**config.mk**
```make
export PLATFORM = sky130hd
export DESIGN_NAME = adcf_top
export DESIGN_NICKNAME = d
export VERILOG_FILES = /design/src/include/adcf_pkg.sv /design/src/design/adcf_top.sv
export SDC_FILE = /design/constraint.sdc
export NUM_CORES = 1
export LEC_CHECK = 0
export BUFFER_PORTS_ARGS = -buffer_cell sky130_fd_sc_hd__buf_2
export CORE_ASPECT_RATIO = 1.75
export CORE_MARGIN = 4
export CORE_UTILIZATION = 52
export CTS_CLUSTER_DIAMETER = 100
export DETAILED_ROUTE_END_ITERATION = 12
export PLACE_DENSITY = 0.73
export SLEW_MARGIN = 20
export SYNTH_ARGS = -nofsm -noshare
export SYNTH_HDL_FRONTEND = slang
export SYNTH_SLANG_ARGS = --single-unit
```
**constraint.sdc**
```tcl
create_clock -name clk -period 5.8 [get_ports clk]
set_input_delay 1.16 -clock clk [delete_from_list [all_inputs] [get_ports clk]]
set_output_delay 1.16 -clock clk [all_outputs]
set_load 0.005 [all_outputs]
```
**src/include/adcf_pkg.sv**
```systemverilog
// adcf_pkg: constants shared by the converter result and control logic.
// assumes a byte-wide register port with 3-bit addresses and a 25 MHz clock.
package adcf_pkg;

  // ==========================================================================
  // register map (byte offsets on the plain register port)
  localparam logic [2:0] ADDR_CTRL   = 3'h0;
  localparam logic [2:0] ADDR_CHAN   = 3'h1;
  localparam logic [2:0] ADDR_RES_HI = 3'h2;
  localparam logic [2:0] ADDR_RES_LO = 3'h3;
  localparam logic [2:0] ADDR_STAT   = 3'h4;
  localparam logic [2:0] ADDR_MASK   = 3'h5;

  // ==========================================================================
  // control register fields
  localparam int CTRL_ENABLE = 0;
  localparam int CTRL_GO     = 1;
  localparam int CTRL_FMT    = 2;
  localparam int CTRL_REFEXT = 3;
  localparam int CTRL_DIFF   = 4;
  localparam int CTRL_WMODE  = 5;
  localparam logic [7:0] CTRL_WR_MASK = 8'h3d;
  localparam logic [7:0] CTRL_RESET   = 8'h00;
  localparam logic [3:0] CHAN_RESET   = 4'h0;

  // ==========================================================================
  // interrupt status / mask fields
  localparam int EVT_DONE = 0;
  localparam int EVT_LOST = 1;
  localparam int EVT_W    = 2;
  localparam logic [EVT_W-1:0] EVT_RESET = 2'h0;

  // ==========================================================================
  // conversion geometry
  localparam int MAG_W = 12;
  localparam int RAW_W = 13;
  localparam int RES_W = 16;
  localparam int FMT_PAD = 3;
  localparam logic [MAG_W-1:0] MAG_MSB    = 12'h800;
  localparam logic [MAG_W-1:0] LAST_FULL  = 12'h001;
  localparam logic [MAG_W-1:0] LAST_SHORT = 12'h004;
  localparam logic [MAG_W-1:0] MAG_ZERO   = 12'h000;

  // ==========================================================================
  // timing: acquisition time before the first trial
  localparam int CLK_PERIOD_NS = 40;
  localparam int ACQ_TIME_NS   = 400;
  localparam int ACQ_CYC_I     = (ACQ_TIME_NS + CLK_PERIOD_NS - 1) / CLK_PERIOD_NS;
  localparam int ACQ_CYC       = (ACQ_CYC_I < 1) ? 1 : ACQ_CYC_I;
  localparam logic [7:0] ACQ_LOAD = 8'(ACQ_CYC - 1);
  localparam logic [7:0] CNT_ZERO = 8'h00;

  typedef enum logic [4:0] {
    ST_IDLE  = 5'b00001,
    ST_SAMP  = 5'b00010,
    ST_SIGN  = 5'b00100,
    ST_TRIAL = 5'b01000,
    ST_LOAD  = 5'b10000
  } adcf_state_e;

endpackage

```
**src/design/adcf_top.sv**
```systemverilog
// adcf_top: successive-approximation sequencer, result formatting,
// reference/input selection, completion interrupt and wake request.
// assumes the comparator and trial dac are outside and settle in one clock;
// inputs other than rst_b are synchronous to clk.
//
// Our own choices: the strobed register port and the register offsets.
`timescale 1ns/10ps

// Summary of operation
// - successive approximation builds a 12-bit magnitude, stored in the result byte pair.
// - a finished conversion raises the completion interrupt.
// - the completion interrupt also requests wake-up while the device sleeps.
// - format zero: magnitude in bits 15..4, bits 3..1 zero, sign in bit 0.
// - format one: right-justified two's complement, sign-extended through upper bits.
// - raw 13-bit sign-magnitude is repacked with the sign in bit 0 or translated to two's complement.
// - software picks internal or external reference.
// - single-ended or differential input; negative differential outcomes carry a sign.
module adcf_top (
  input  wire logic       clk,          // 25 MHz device clock
  input  wire logic       rst_b,        // asynchronous reset, active low
  input  wire logic [2:0] addr,         // register address
  input  wire logic [7:0] wdata,        // register write data
  input  wire logic       wr_en,        // write strobe
  input  wire logic       rd_en,        // read strobe
  input  wire logic       sleep_mode,   // device is in sleep
  input  wire logic       cmp_low,      // comparator: input below trial level
  output logic      [7:0] rdata,        // read data, cycle after rd_en
  output logic      [3:0] chan_sel,     // analog channel select
  output logic            ref_ext,      // 1: external reference
  output logic            diff_en,      // 1: differential input
  output logic            sample_en,    // sample-and-hold tracking
  output logic            mag_invert,   // swap front-end polarity after a negative sign
  output logic     [11:0] trial_code,   // trial level to the dac
  output logic            irq,          // level interrupt
  output logic            wake          // one-cycle wake request
);

  // ==========================================================================
  // helpers
  // sign-magnitude raw word to the selected 16-bit layout
  function automatic logic [15:0] fmt_result(input logic fmt,
                                             input logic [12:0] raw);
    logic [11:0] mag;
    logic [12:0] tc;
    mag = raw[11:0];
    tc  = {raw[12], (raw[12] ? 12'(~mag + 12'h001) : mag)};
    if (fmt) begin
      fmt_result = {{(adcf_pkg::RES_W - adcf_pkg::RAW_W){tc[12]}}, tc};
    end else begin
      fmt_result = {mag, {adcf_pkg::FMT_PAD{1'b0}}, raw[12]};
    end
  endfunction

  // ==========================================================================
  // state
  adcf_pkg::adcf_state_e  state_ff, nxt_state;
  logic [7:0]             cnt_ff, nxt_cnt;
  logic [11:0]            code_ff, nxt_code;
  logic [11:0]            bit_ff, nxt_bit;
  logic                   sign_ff, nxt_sign;
  logic                   samp_ff, nxt_samp;
  logic                   done;

  logic [7:0]             ctrl_ff, nxt_ctrl;
  logic [3:0]             chan_ff, nxt_chan;
  logic [15:0]            res_ff, nxt_res;
  logic [1:0]             stat_ff, nxt_stat;
  logic [1:0]             mask_ff, nxt_mask;
  logic [7:0]             rdata_ff, nxt_rdata;
  logic                   irq_ff, nxt_irq;
  logic                   wake_ff, nxt_wake;

  logic                   go_req;
  logic                   busy;
  logic [11:0]            last_bit;

  assign busy     = (state_ff != adcf_pkg::ST_IDLE);
  assign go_req   = wr_en && (addr == adcf_pkg::ADDR_CTRL) && wdata[adcf_pkg::CTRL_GO]
                    && wdata[adcf_pkg::CTRL_ENABLE];
  // reduced width mode stops two trials early; the low bits stay zero
  assign last_bit = ctrl_ff[adcf_pkg::CTRL_WMODE] ? adcf_pkg::LAST_SHORT
                                                  : adcf_pkg::LAST_FULL;

  // ==========================================================================
  // conversion sequencer
  always_comb begin
    nxt_state = state_ff;
    nxt_cnt   = cnt_ff;
    nxt_code  = code_ff;
    nxt_bit   = bit_ff;
    nxt_sign  = sign_ff;
    nxt_samp  = 1'b0;
    done      = 1'b0;
    case (state_ff)
      adcf_pkg::ST_IDLE: begin
        if (go_req) begin
          nxt_state = adcf_pkg::ST_SAMP;
          nxt_cnt   = adcf_pkg::ACQ_LOAD;
          nxt_code  = adcf_pkg::MAG_ZERO;
          nxt_sign  = 1'b0;
          nxt_samp  = 1'b1;
        end
      end
      adcf_pkg::ST_SAMP: begin
        if (cnt_ff == adcf_pkg::CNT_ZERO) begin
          // single-ended inputs are never negative, so the sign trial is skipped
          if (ctrl_ff[adcf_pkg::CTRL_DIFF]) begin
            nxt_state = adcf_pkg::ST_SIGN;
          end else begin
            nxt_state = adcf_pkg::ST_TRIAL;
            nxt_code  = adcf_pkg::MAG_MSB;
            nxt_bit   = adcf_pkg::MAG_MSB;
          end
        end else begin
          nxt_cnt  = cnt_ff - 8'h01;
          nxt_samp = 1'b1;
        end
      end
      adcf_pkg::ST_SIGN: begin
        // zero trial level: a low comparator means a negative differential input
        nxt_sign  = cmp_low;
        nxt_state = adcf_pkg::ST_TRIAL;
        nxt_code  = adcf_pkg::MAG_MSB;
        nxt_bit   = adcf_pkg::MAG_MSB;
      end
      adcf_pkg::ST_TRIAL: begin
        nxt_code = cmp_low ? (code_ff & ~bit_ff) : code_ff;
        if (bit_ff == last_bit) begin
          nxt_state = adcf_pkg::ST_LOAD;
        end else begin
          nxt_bit  = bit_ff >> 1;
          nxt_code = nxt_code | (bit_ff >> 1);
        end
      end
      adcf_pkg::ST_LOAD: begin
        done      = 1'b1;
        nxt_state = adcf_pkg::ST_IDLE;
      end
      default: begin
        nxt_state = adcf_pkg::ST_IDLE;
      end
    endcase
    // clearing enable abandons a conversion in flight without a result
    if (!ctrl_ff[adcf_pkg::CTRL_ENABLE] && !go_req) begin
      nxt_state = adcf_pkg::ST_IDLE;
      nxt_samp  = 1'b0;
      done      = 1'b0;
    end
  end

  always_ff @(posedge clk or negedge rst_b) begin
    if (!rst_b) begin
      state_ff <= adcf_pkg::ST_IDLE;
      cnt_ff   <= adcf_pkg::CNT_ZERO;
      code_ff  <= adcf_pkg::MAG_ZERO;
      bit_ff   <= adcf_pkg::MAG_ZERO;
      sign_ff  <= 1'b0;
      samp_ff  <= 1'b0;
    end else begin
      state_ff <= nxt_state;
      cnt_ff   <= nxt_cnt;
      code_ff  <= nxt_code;
      bit_ff   <= nxt_bit;
      sign_ff  <= nxt_sign;
      samp_ff  <= nxt_samp;
    end
  end

  // ==========================================================================
  // registers, result, interrupt
  always_comb begin
    nxt_ctrl  = ctrl_ff;
    nxt_chan  = chan_ff;
    nxt_res   = res_ff;
    nxt_mask  = mask_ff;
    nxt_stat  = stat_ff;
    nxt_rdata = 8'h00;
    if (wr_en) begin
      case (addr)
        adcf_pkg::ADDR_CTRL: begin
          nxt_ctrl = wdata & adcf_pkg::CTRL_WR_MASK;
        end
        adcf_pkg::ADDR_CHAN: begin
          nxt_chan = wdata[3:0];
        end
        adcf_pkg::ADDR_STAT: begin
          nxt_stat = stat_ff & ~wdata[adcf_pkg::EVT_W-1:0];
        end
        adcf_pkg::ADDR_MASK: begin
          nxt_mask = wdata[adcf_pkg::EVT_W-1:0];
        end
        default: begin
          nxt_mask = mask_ff;
        end
      endcase
    end
    // format bit is sampled at the end of the conversion
    if (done) begin
      nxt_res = fmt_result(ctrl_ff[adcf_pkg::CTRL_FMT], {sign_ff, code_ff});
    end
    // event set wins over a write-one clear in the same cycle
    nxt_stat[adcf_pkg::EVT_DONE] = nxt_stat[adcf_pkg::EVT_DONE] | done;
    nxt_stat[adcf_pkg::EVT_LOST] = nxt_stat[adcf_pkg::EVT_LOST] | (go_req && busy);
    if (rd_en) begin
      case (addr)
        adcf_pkg::ADDR_CTRL: begin
          nxt_rdata = {ctrl_ff[7:2], busy, ctrl_ff[0]};
        end
        adcf_pkg::ADDR_CHAN: begin
          nxt_rdata = {4'h0, chan_ff};
        end
        adcf_pkg::ADDR_RES_HI: begin
          nxt_rdata = res_ff[15:8];
        end
        adcf_pkg::ADDR_RES_LO: begin
          nxt_rdata = res_ff[7:0];
        end
        adcf_pkg::ADDR_STAT: begin
          nxt_rdata = {6'h00, stat_ff};
        end
        adcf_pkg::ADDR_MASK: begin
          nxt_rdata = {6'h00, mask_ff};
        end
        default: begin
          nxt_rdata = 8'h00;
        end
      endcase
    end
    nxt_irq  = |(nxt_stat & nxt_mask);
    // wake only for an enabled completion that lands while asleep
    nxt_wake = done && sleep_mode && nxt_mask[adcf_pkg::EVT_DONE];
  end

  always_ff @(posedge clk or negedge rst_b) begin
    if (!rst_b) begin
      ctrl_ff  <= adcf_pkg::CTRL_RESET;
      chan_ff  <= adcf_pkg::CHAN_RESET;
      res_ff   <= 16'h0000;
      stat_ff  <= adcf_pkg::EVT_RESET;
      mask_ff  <= adcf_pkg::EVT_RESET;
      rdata_ff <= 8'h00;
      irq_ff   <= 1'b0;
      wake_ff  <= 1'b0;
    end else begin
      ctrl_ff  <= nxt_ctrl;
      chan_ff  <= nxt_chan;
      res_ff   <= nxt_res;
      stat_ff  <= nxt_stat;
      mask_ff  <= nxt_mask;
      rdata_ff <= nxt_rdata;
      irq_ff   <= nxt_irq;
      wake_ff  <= nxt_wake;
    end
  end

  // ==========================================================================
  // outputs, all straight from flip-flops
  assign rdata      = rdata_ff;
  assign chan_sel   = chan_ff;
  assign ref_ext    = ctrl_ff[adcf_pkg::CTRL_REFEXT];
  assign diff_en    = ctrl_ff[adcf_pkg::CTRL_DIFF];
  assign sample_en  = samp_ff;
  assign mag_invert = sign_ff;
  assign trial_code = code_ff;
  assign irq        = irq_ff;
  assign wake       = wake_ff;

endmodule // adcf_top

```
==> metrics.txt <==
# TYPE chip_impl_metric gauge
chip_impl_info{name="outcome",value="finished, final reports clean"} 1
chip_impl_info{name="setup_repair_after_global_routing_missed_its_margin",value="false"} 1
chip_impl_metric{name="wire_per_inst",unit="um"} 17.1
chip_impl_metric{name="grt_util_all_layers",unit=""} 0.207
chip_impl_info{name="worst_setup_path_start_kind",value="input pin"} 1
chip_impl_metric{name="synth_warnings",unit=""} 0
chip_impl_metric{name="top_level_ports",unit=""} 47
chip_impl_info{name="cp_cell_sequence",value="buf_2 -> or2_2 -> or2_1 -> a21oi_2 -> nand3_1 -> a22o_1"} 1
chip_impl_metric{name="report.final.setup_viol",unit=""} 0
chip_impl_info{name="critical_path_class",value="in -> reg"} 1
chip_impl_metric{name="drt_iter0_markers",unit=""} 99
chip_impl_info{name="synth_commonest_cells",value="sky130_fd_sc_hd__dfrtp_1 (77), sky130_fd_sc_hd__nand2_1 (44), sky130_fd_sc_hd__nor2_1 (26)"} 1
chip_impl_metric{name="route.met3.wl",unit="um"} 313
chip_impl_metric{name="inserted_clock_buffers",unit=""} 9
chip_impl_metric{name="multiInputGateArea",unit="um^2"} 1840
chip_impl_metric{name="post_synth_edffs",unit=""} 0
chip_impl_metric{name="timing.clock.skew",unit="ns"} 0.00655
chip_impl_metric{name="synth_largest_type_area_fraction",unit=""} 0.492
chip_impl_metric{name="max-slew-margin-rel",unit=""} 0.324
chip_impl_metric{name="cp.depth",unit=""} 6
chip_impl_metric{name="design.die.area",unit="um^2"} 9030
chip_impl_metric{name="post-route-min-period",unit="ns"} 2.74
chip_impl_metric{name="insertion_delay",unit="ns"} 0.33
chip_impl_metric{name="holdBufCountCts",unit=""} 0
chip_impl_info{name="timing.critical_path.to_type",value="flop"} 1
chip_impl_metric{name="cts_sinks",unit=""} 78
chip_impl_info{name="post_synth_main_area_contributors",value="sky130_fd_sc_hd__dfrtp_1 (49%), sky130_fd_sc_hd__a22o_1 (5.1%), sky130_fd_sc_hd__nand2_1 (4.2%)"} 1
chip_impl_metric{name="postSynthRegisterBits",unit=""} 78
chip_impl_metric{name="avgSynthCellArea",unit="um^2"} 10.3
chip_impl_metric{name="r2r_cells",unit=""} 5
chip_impl_metric{name="hpwlAfterDp",unit="um"} 6030
chip_impl_metric{name="grt_antenna_before_repair",unit=""} 0
chip_impl_metric{name="initial_utilization",unit=""} 0.537
chip_impl_info{name="yosys.cell_count.top_type",value="sky130_fd_sc_hd__dfrtp_1"} 1
chip_impl_metric{name="path_buf_inv",unit=""} 1
chip_impl_metric{name="crit_path_max_cell_delay",unit="ns"} 0.54
chip_impl_metric{name="m1WireLength",unit="um"} 3330
chip_impl_metric{name="area_delta_synth_final",unit="%"} 14.5
chip_impl_metric{name="num_vias",unit=""} 3039
chip_impl_metric{name="ratio_of_cells_with_drive_above_1_in_the_final_layout",unit=""} 0.198
chip_impl_metric{name="postSynthNetCount",unit=""} 399
chip_impl_metric{name="htree_levels",unit=""} 3
chip_impl_metric{name="grt_overflow",unit=""} 0
chip_impl_metric{name="arrival",unit="ns"} 2.96
chip_impl_metric{name="finalHoldViolations",unit=""} 0
chip_impl_info{name="r2r-end",value="state_ff[0]"} 1
chip_impl_metric{name="core_area",unit="um^2"} 7280
chip_impl_metric{name="synth.distinct_cells",unit=""} 55
chip_impl_metric{name="met2WireLength",unit="um"} 4770
chip_impl_info{name="route.top_layer_used",value="met4"} 1
chip_impl_metric{name="final.fill_count",unit=""} 627
chip_impl_info{name="worst_setup_path_startpoint",value="addr[0]"} 1
chip_impl_metric{name="fmax",unit="MHz"} 365
chip_impl_metric{name="cts_max_path_buffers",unit=""} 2
chip_impl_metric{name="ant_nets",unit=""} 0
chip_impl_metric{name="seq_total_area_yosys",unit=""} 0.499
chip_impl_metric{name="maxCapViolCount",unit=""} 0
chip_impl_metric{name="grt_start_max_net_pins",unit=""} 79
chip_impl_metric{name="finalWirelength",unit="um"} 8640
chip_impl_info{name="cp_slowest_cell",value="sky130_fd_sc_hd__a21oi_2"} 1
chip_impl_metric{name="postCtsResizedCells",unit=""} 0
chip_impl_metric{name="leakagePower",unit="nW"} 2.06
chip_impl_metric{name="totalNegativeSetupSlack",unit="ns"} 0
chip_impl_metric{name="critical_path.max_fanout",unit=""} 16
chip_impl_metric{name="tightest_pin_transition",unit="ns"} 1.00
chip_impl_metric{name="r2r_setup_slack",unit="ns"} 3.12
chip_impl_metric{name="first_pass_grt_wire_length",unit="um"} 14300
chip_impl_info{name="family_with_the_most_delay_on_the_worst_path",value="simple AND/OR/NAND/NOR gates"} 1
chip_impl_metric{name="report.final.slew_viol_count",unit=""} 0
chip_impl_metric{name="clkTransAtPathRegs",unit="ns"} 0.06
chip_impl_metric{name="sequential_cell_area",unit="um^2"} 1950
chip_impl_metric{name="via_per_inst",unit=""} 6.02
chip_impl_metric{name="required",unit="ns"} 6.02
chip_impl_metric{name="first_pass_iters",unit=""} 4
chip_impl_metric{name="period_share",unit=""} 0.473
chip_impl_metric{name="floorplan.rows",unit=""} 41
chip_impl_metric{name="drt_drc_violations_left",unit=""} 0
chip_impl_metric{name="floorplan.die.height",unit="um"} 123
chip_impl_metric{name="first_global_vias",unit=""} 2999
chip_impl_info{name="yosys_most_used_dff",value="sky130_fd_sc_hd__dfrtp_1"} 1
chip_impl_info{name="clockRootBuffer",value="sky130_fd_sc_hd__clkbuf_16"} 1
chip_impl_metric{name="portBuffers",unit=""} 44
chip_impl_metric{name="fin_hold_ws",unit="ns"} 0.462
chip_impl_info{name="holdCritPathClass",value="reg -> reg"} 1
chip_impl_metric{name="gp_routability_congestion",unit=""} 0.777
chip_impl_metric{name="die_width",unit="um"} 73.6
chip_impl_info{name="tritoncts",value="yes"} 1
chip_impl_metric{name="power.ir.vdd_worst",unit="mV"} 0.213
chip_impl_metric{name="syn_area",unit="um^2"} 3910
chip_impl_metric{name="diodes",unit=""} 0
chip_impl_metric{name="async_reset_ff_frac",unit=""} 1.00
chip_impl_info{name="worstSetupEndpoint",value="trial_code[10]"} 1
chip_impl_info{name="synthDominantAreaCellType",value="sky130_fd_sc_hd__dfrtp_1"} 1
chip_impl_info{name="crit-reg2reg-launch",value="state_ff[4]"} 1
chip_impl_metric{name="synth_cells",unit=""} 379
chip_impl_metric{name="power-per-cell-area",unit="nW/um^2"} 306
chip_impl_metric{name="setup_bufs_post_cts",unit=""} 0
chip_impl_metric{name="num-nets-final",unit=""} 435
[final cells by class]
class,count,area share
Clock inverter,6,0.0196
Timing Repair Buffer,46,0.0531
Clock buffer,9,0.0503
Inverter,8,0.00671
Tap cell,86,0.0240
Sequential cell,78,0.436
Multi-Input combinational cell,272,0.410
[registers in the layout, summed over array words and instances, names as in the netlist, 2 cells and up]
| name | cells |
|---|---|
| rdata | 8 |
| trial_code | 12 |
| cnt_ff | 8 |
| chan_sel | 4 |
| res_ff | 16 |
| bit_ff | 12 |
| mask_ff | 2 |
| state_ff | 5 |
| stat_ff | 2 |
| ctrl_ff | 5 |
[metrics by stage]
stage                     setup WS (ns)   util  instances  cell area (um^2)  power (mW)
after floorplan                    3.11      -        379              3910       0.733
after global placement             2.43  0.571        489              4160       0.786
after detailed placement           2.40  0.571        489              4160       0.791
after CTS                          2.77  0.614        504              4470        1.38
after global routing               2.90  0.615        505              4480        1.43
final                              3.06  0.615        505              4480        1.37
[power breakdown]
| group | total, mW | internal (mW) | switching, mW |
|---|---|---|---|
| Sequential | 0.627 | 0.580 | 0.0466 |
| Clock | 0.588 | 0.374 | 0.214 |
| Combinational | 0.155 | 0.0735 | 0.0814 |
| Total | 1.37 | 1.03 | 0.342 |
[per-layer routing]
| layer | vias up | GRT usage |
|---|---|---|
| li1 | 1443 | - |
| met1 | 1515 | 0.237 |
| met2 | 64 | 0.362 |
| met3 | 17 | 0.0369 |
| met4 | 0 | 0.0975 |
| met5 | - | 0 |
[worst min path at each step]
stage	cells after the start	start	slack [ns]	to
after global placement	2	res_ff[3]	0.44	res_ff[3]
final	2	res_ff[1]	0.46	res_ff[1]
after global routing	2	res_ff[8]	0.51	res_ff[8]
after detailed placement	2	res_ff[1]	0.46	res_ff[1]
after CTS	2	res_ff[1]	0.47	res_ff[1]
after floorplan	2	res_ff[2]	0.43	res_ff[2]
[cell usage in the layout, fill, tap and decap left out, types with 3 or more instances in the layout]
cell,n
sky130_fd_sc_hd__nor2_1,26
sky130_fd_sc_hd__nand3_1,17
sky130_fd_sc_hd__nor2b_1,6
sky130_fd_sc_hd__nor3_1,6
sky130_fd_sc_hd__or2_2,3
sky130_fd_sc_hd__ha_1,3
sky130_fd_sc_hd__mux2_2,9
sky130_fd_sc_hd__a21oi_1,19
sky130_fd_sc_hd__a22o_1,23
sky130_fd_sc_hd__nand2_1,44
sky130_fd_sc_hd__nand2b_1,9
sky130_fd_sc_hd__buf_2,43
sky130_fd_sc_hd__clkbuf_16,9
sky130_fd_sc_hd__nor4_1,4
sky130_fd_sc_hd__nand4b_1,3
sky130_fd_sc_hd__inv_1,8
sky130_fd_sc_hd__a31oi_1,6
sky130_fd_sc_hd__o21ai_0,15
sky130_fd_sc_hd__dfrtp_1,77
sky130_fd_sc_hd__xor2_1,6
sky130_fd_sc_hd__o31ai_1,3
sky130_fd_sc_hd__mux2i_1,14
sky130_fd_sc_hd__xnor2_1,11
sky130_fd_sc_hd__or3_1,3
sky130_fd_sc_hd__o41ai_1,4
sky130_fd_sc_hd__mux4_2,4
[cells by family (layout without fill, tap and decap cells)]
kind of cell	Yosys count	in the layout	synth area share
compound gates	85	85	0.151
buf+inv	29	69	0.0317
xor+xnor	17	17	0.0381
flops	78	78	0.499
fa+ha+maj	3	3	0.00959
simple gates	140	140	0.186
mux	27	27	0.0847
[worst min-delay path, cell delays in order, from the launching register on]
cell and delay, ns:
sky130_fd_sc_hd__dfrtp_1 0.34, sky130_fd_sc_hd__nand2_1 0.05, sky130_fd_sc_hd__nand2_1 0.05
Power figures use the tool's default switching activity.
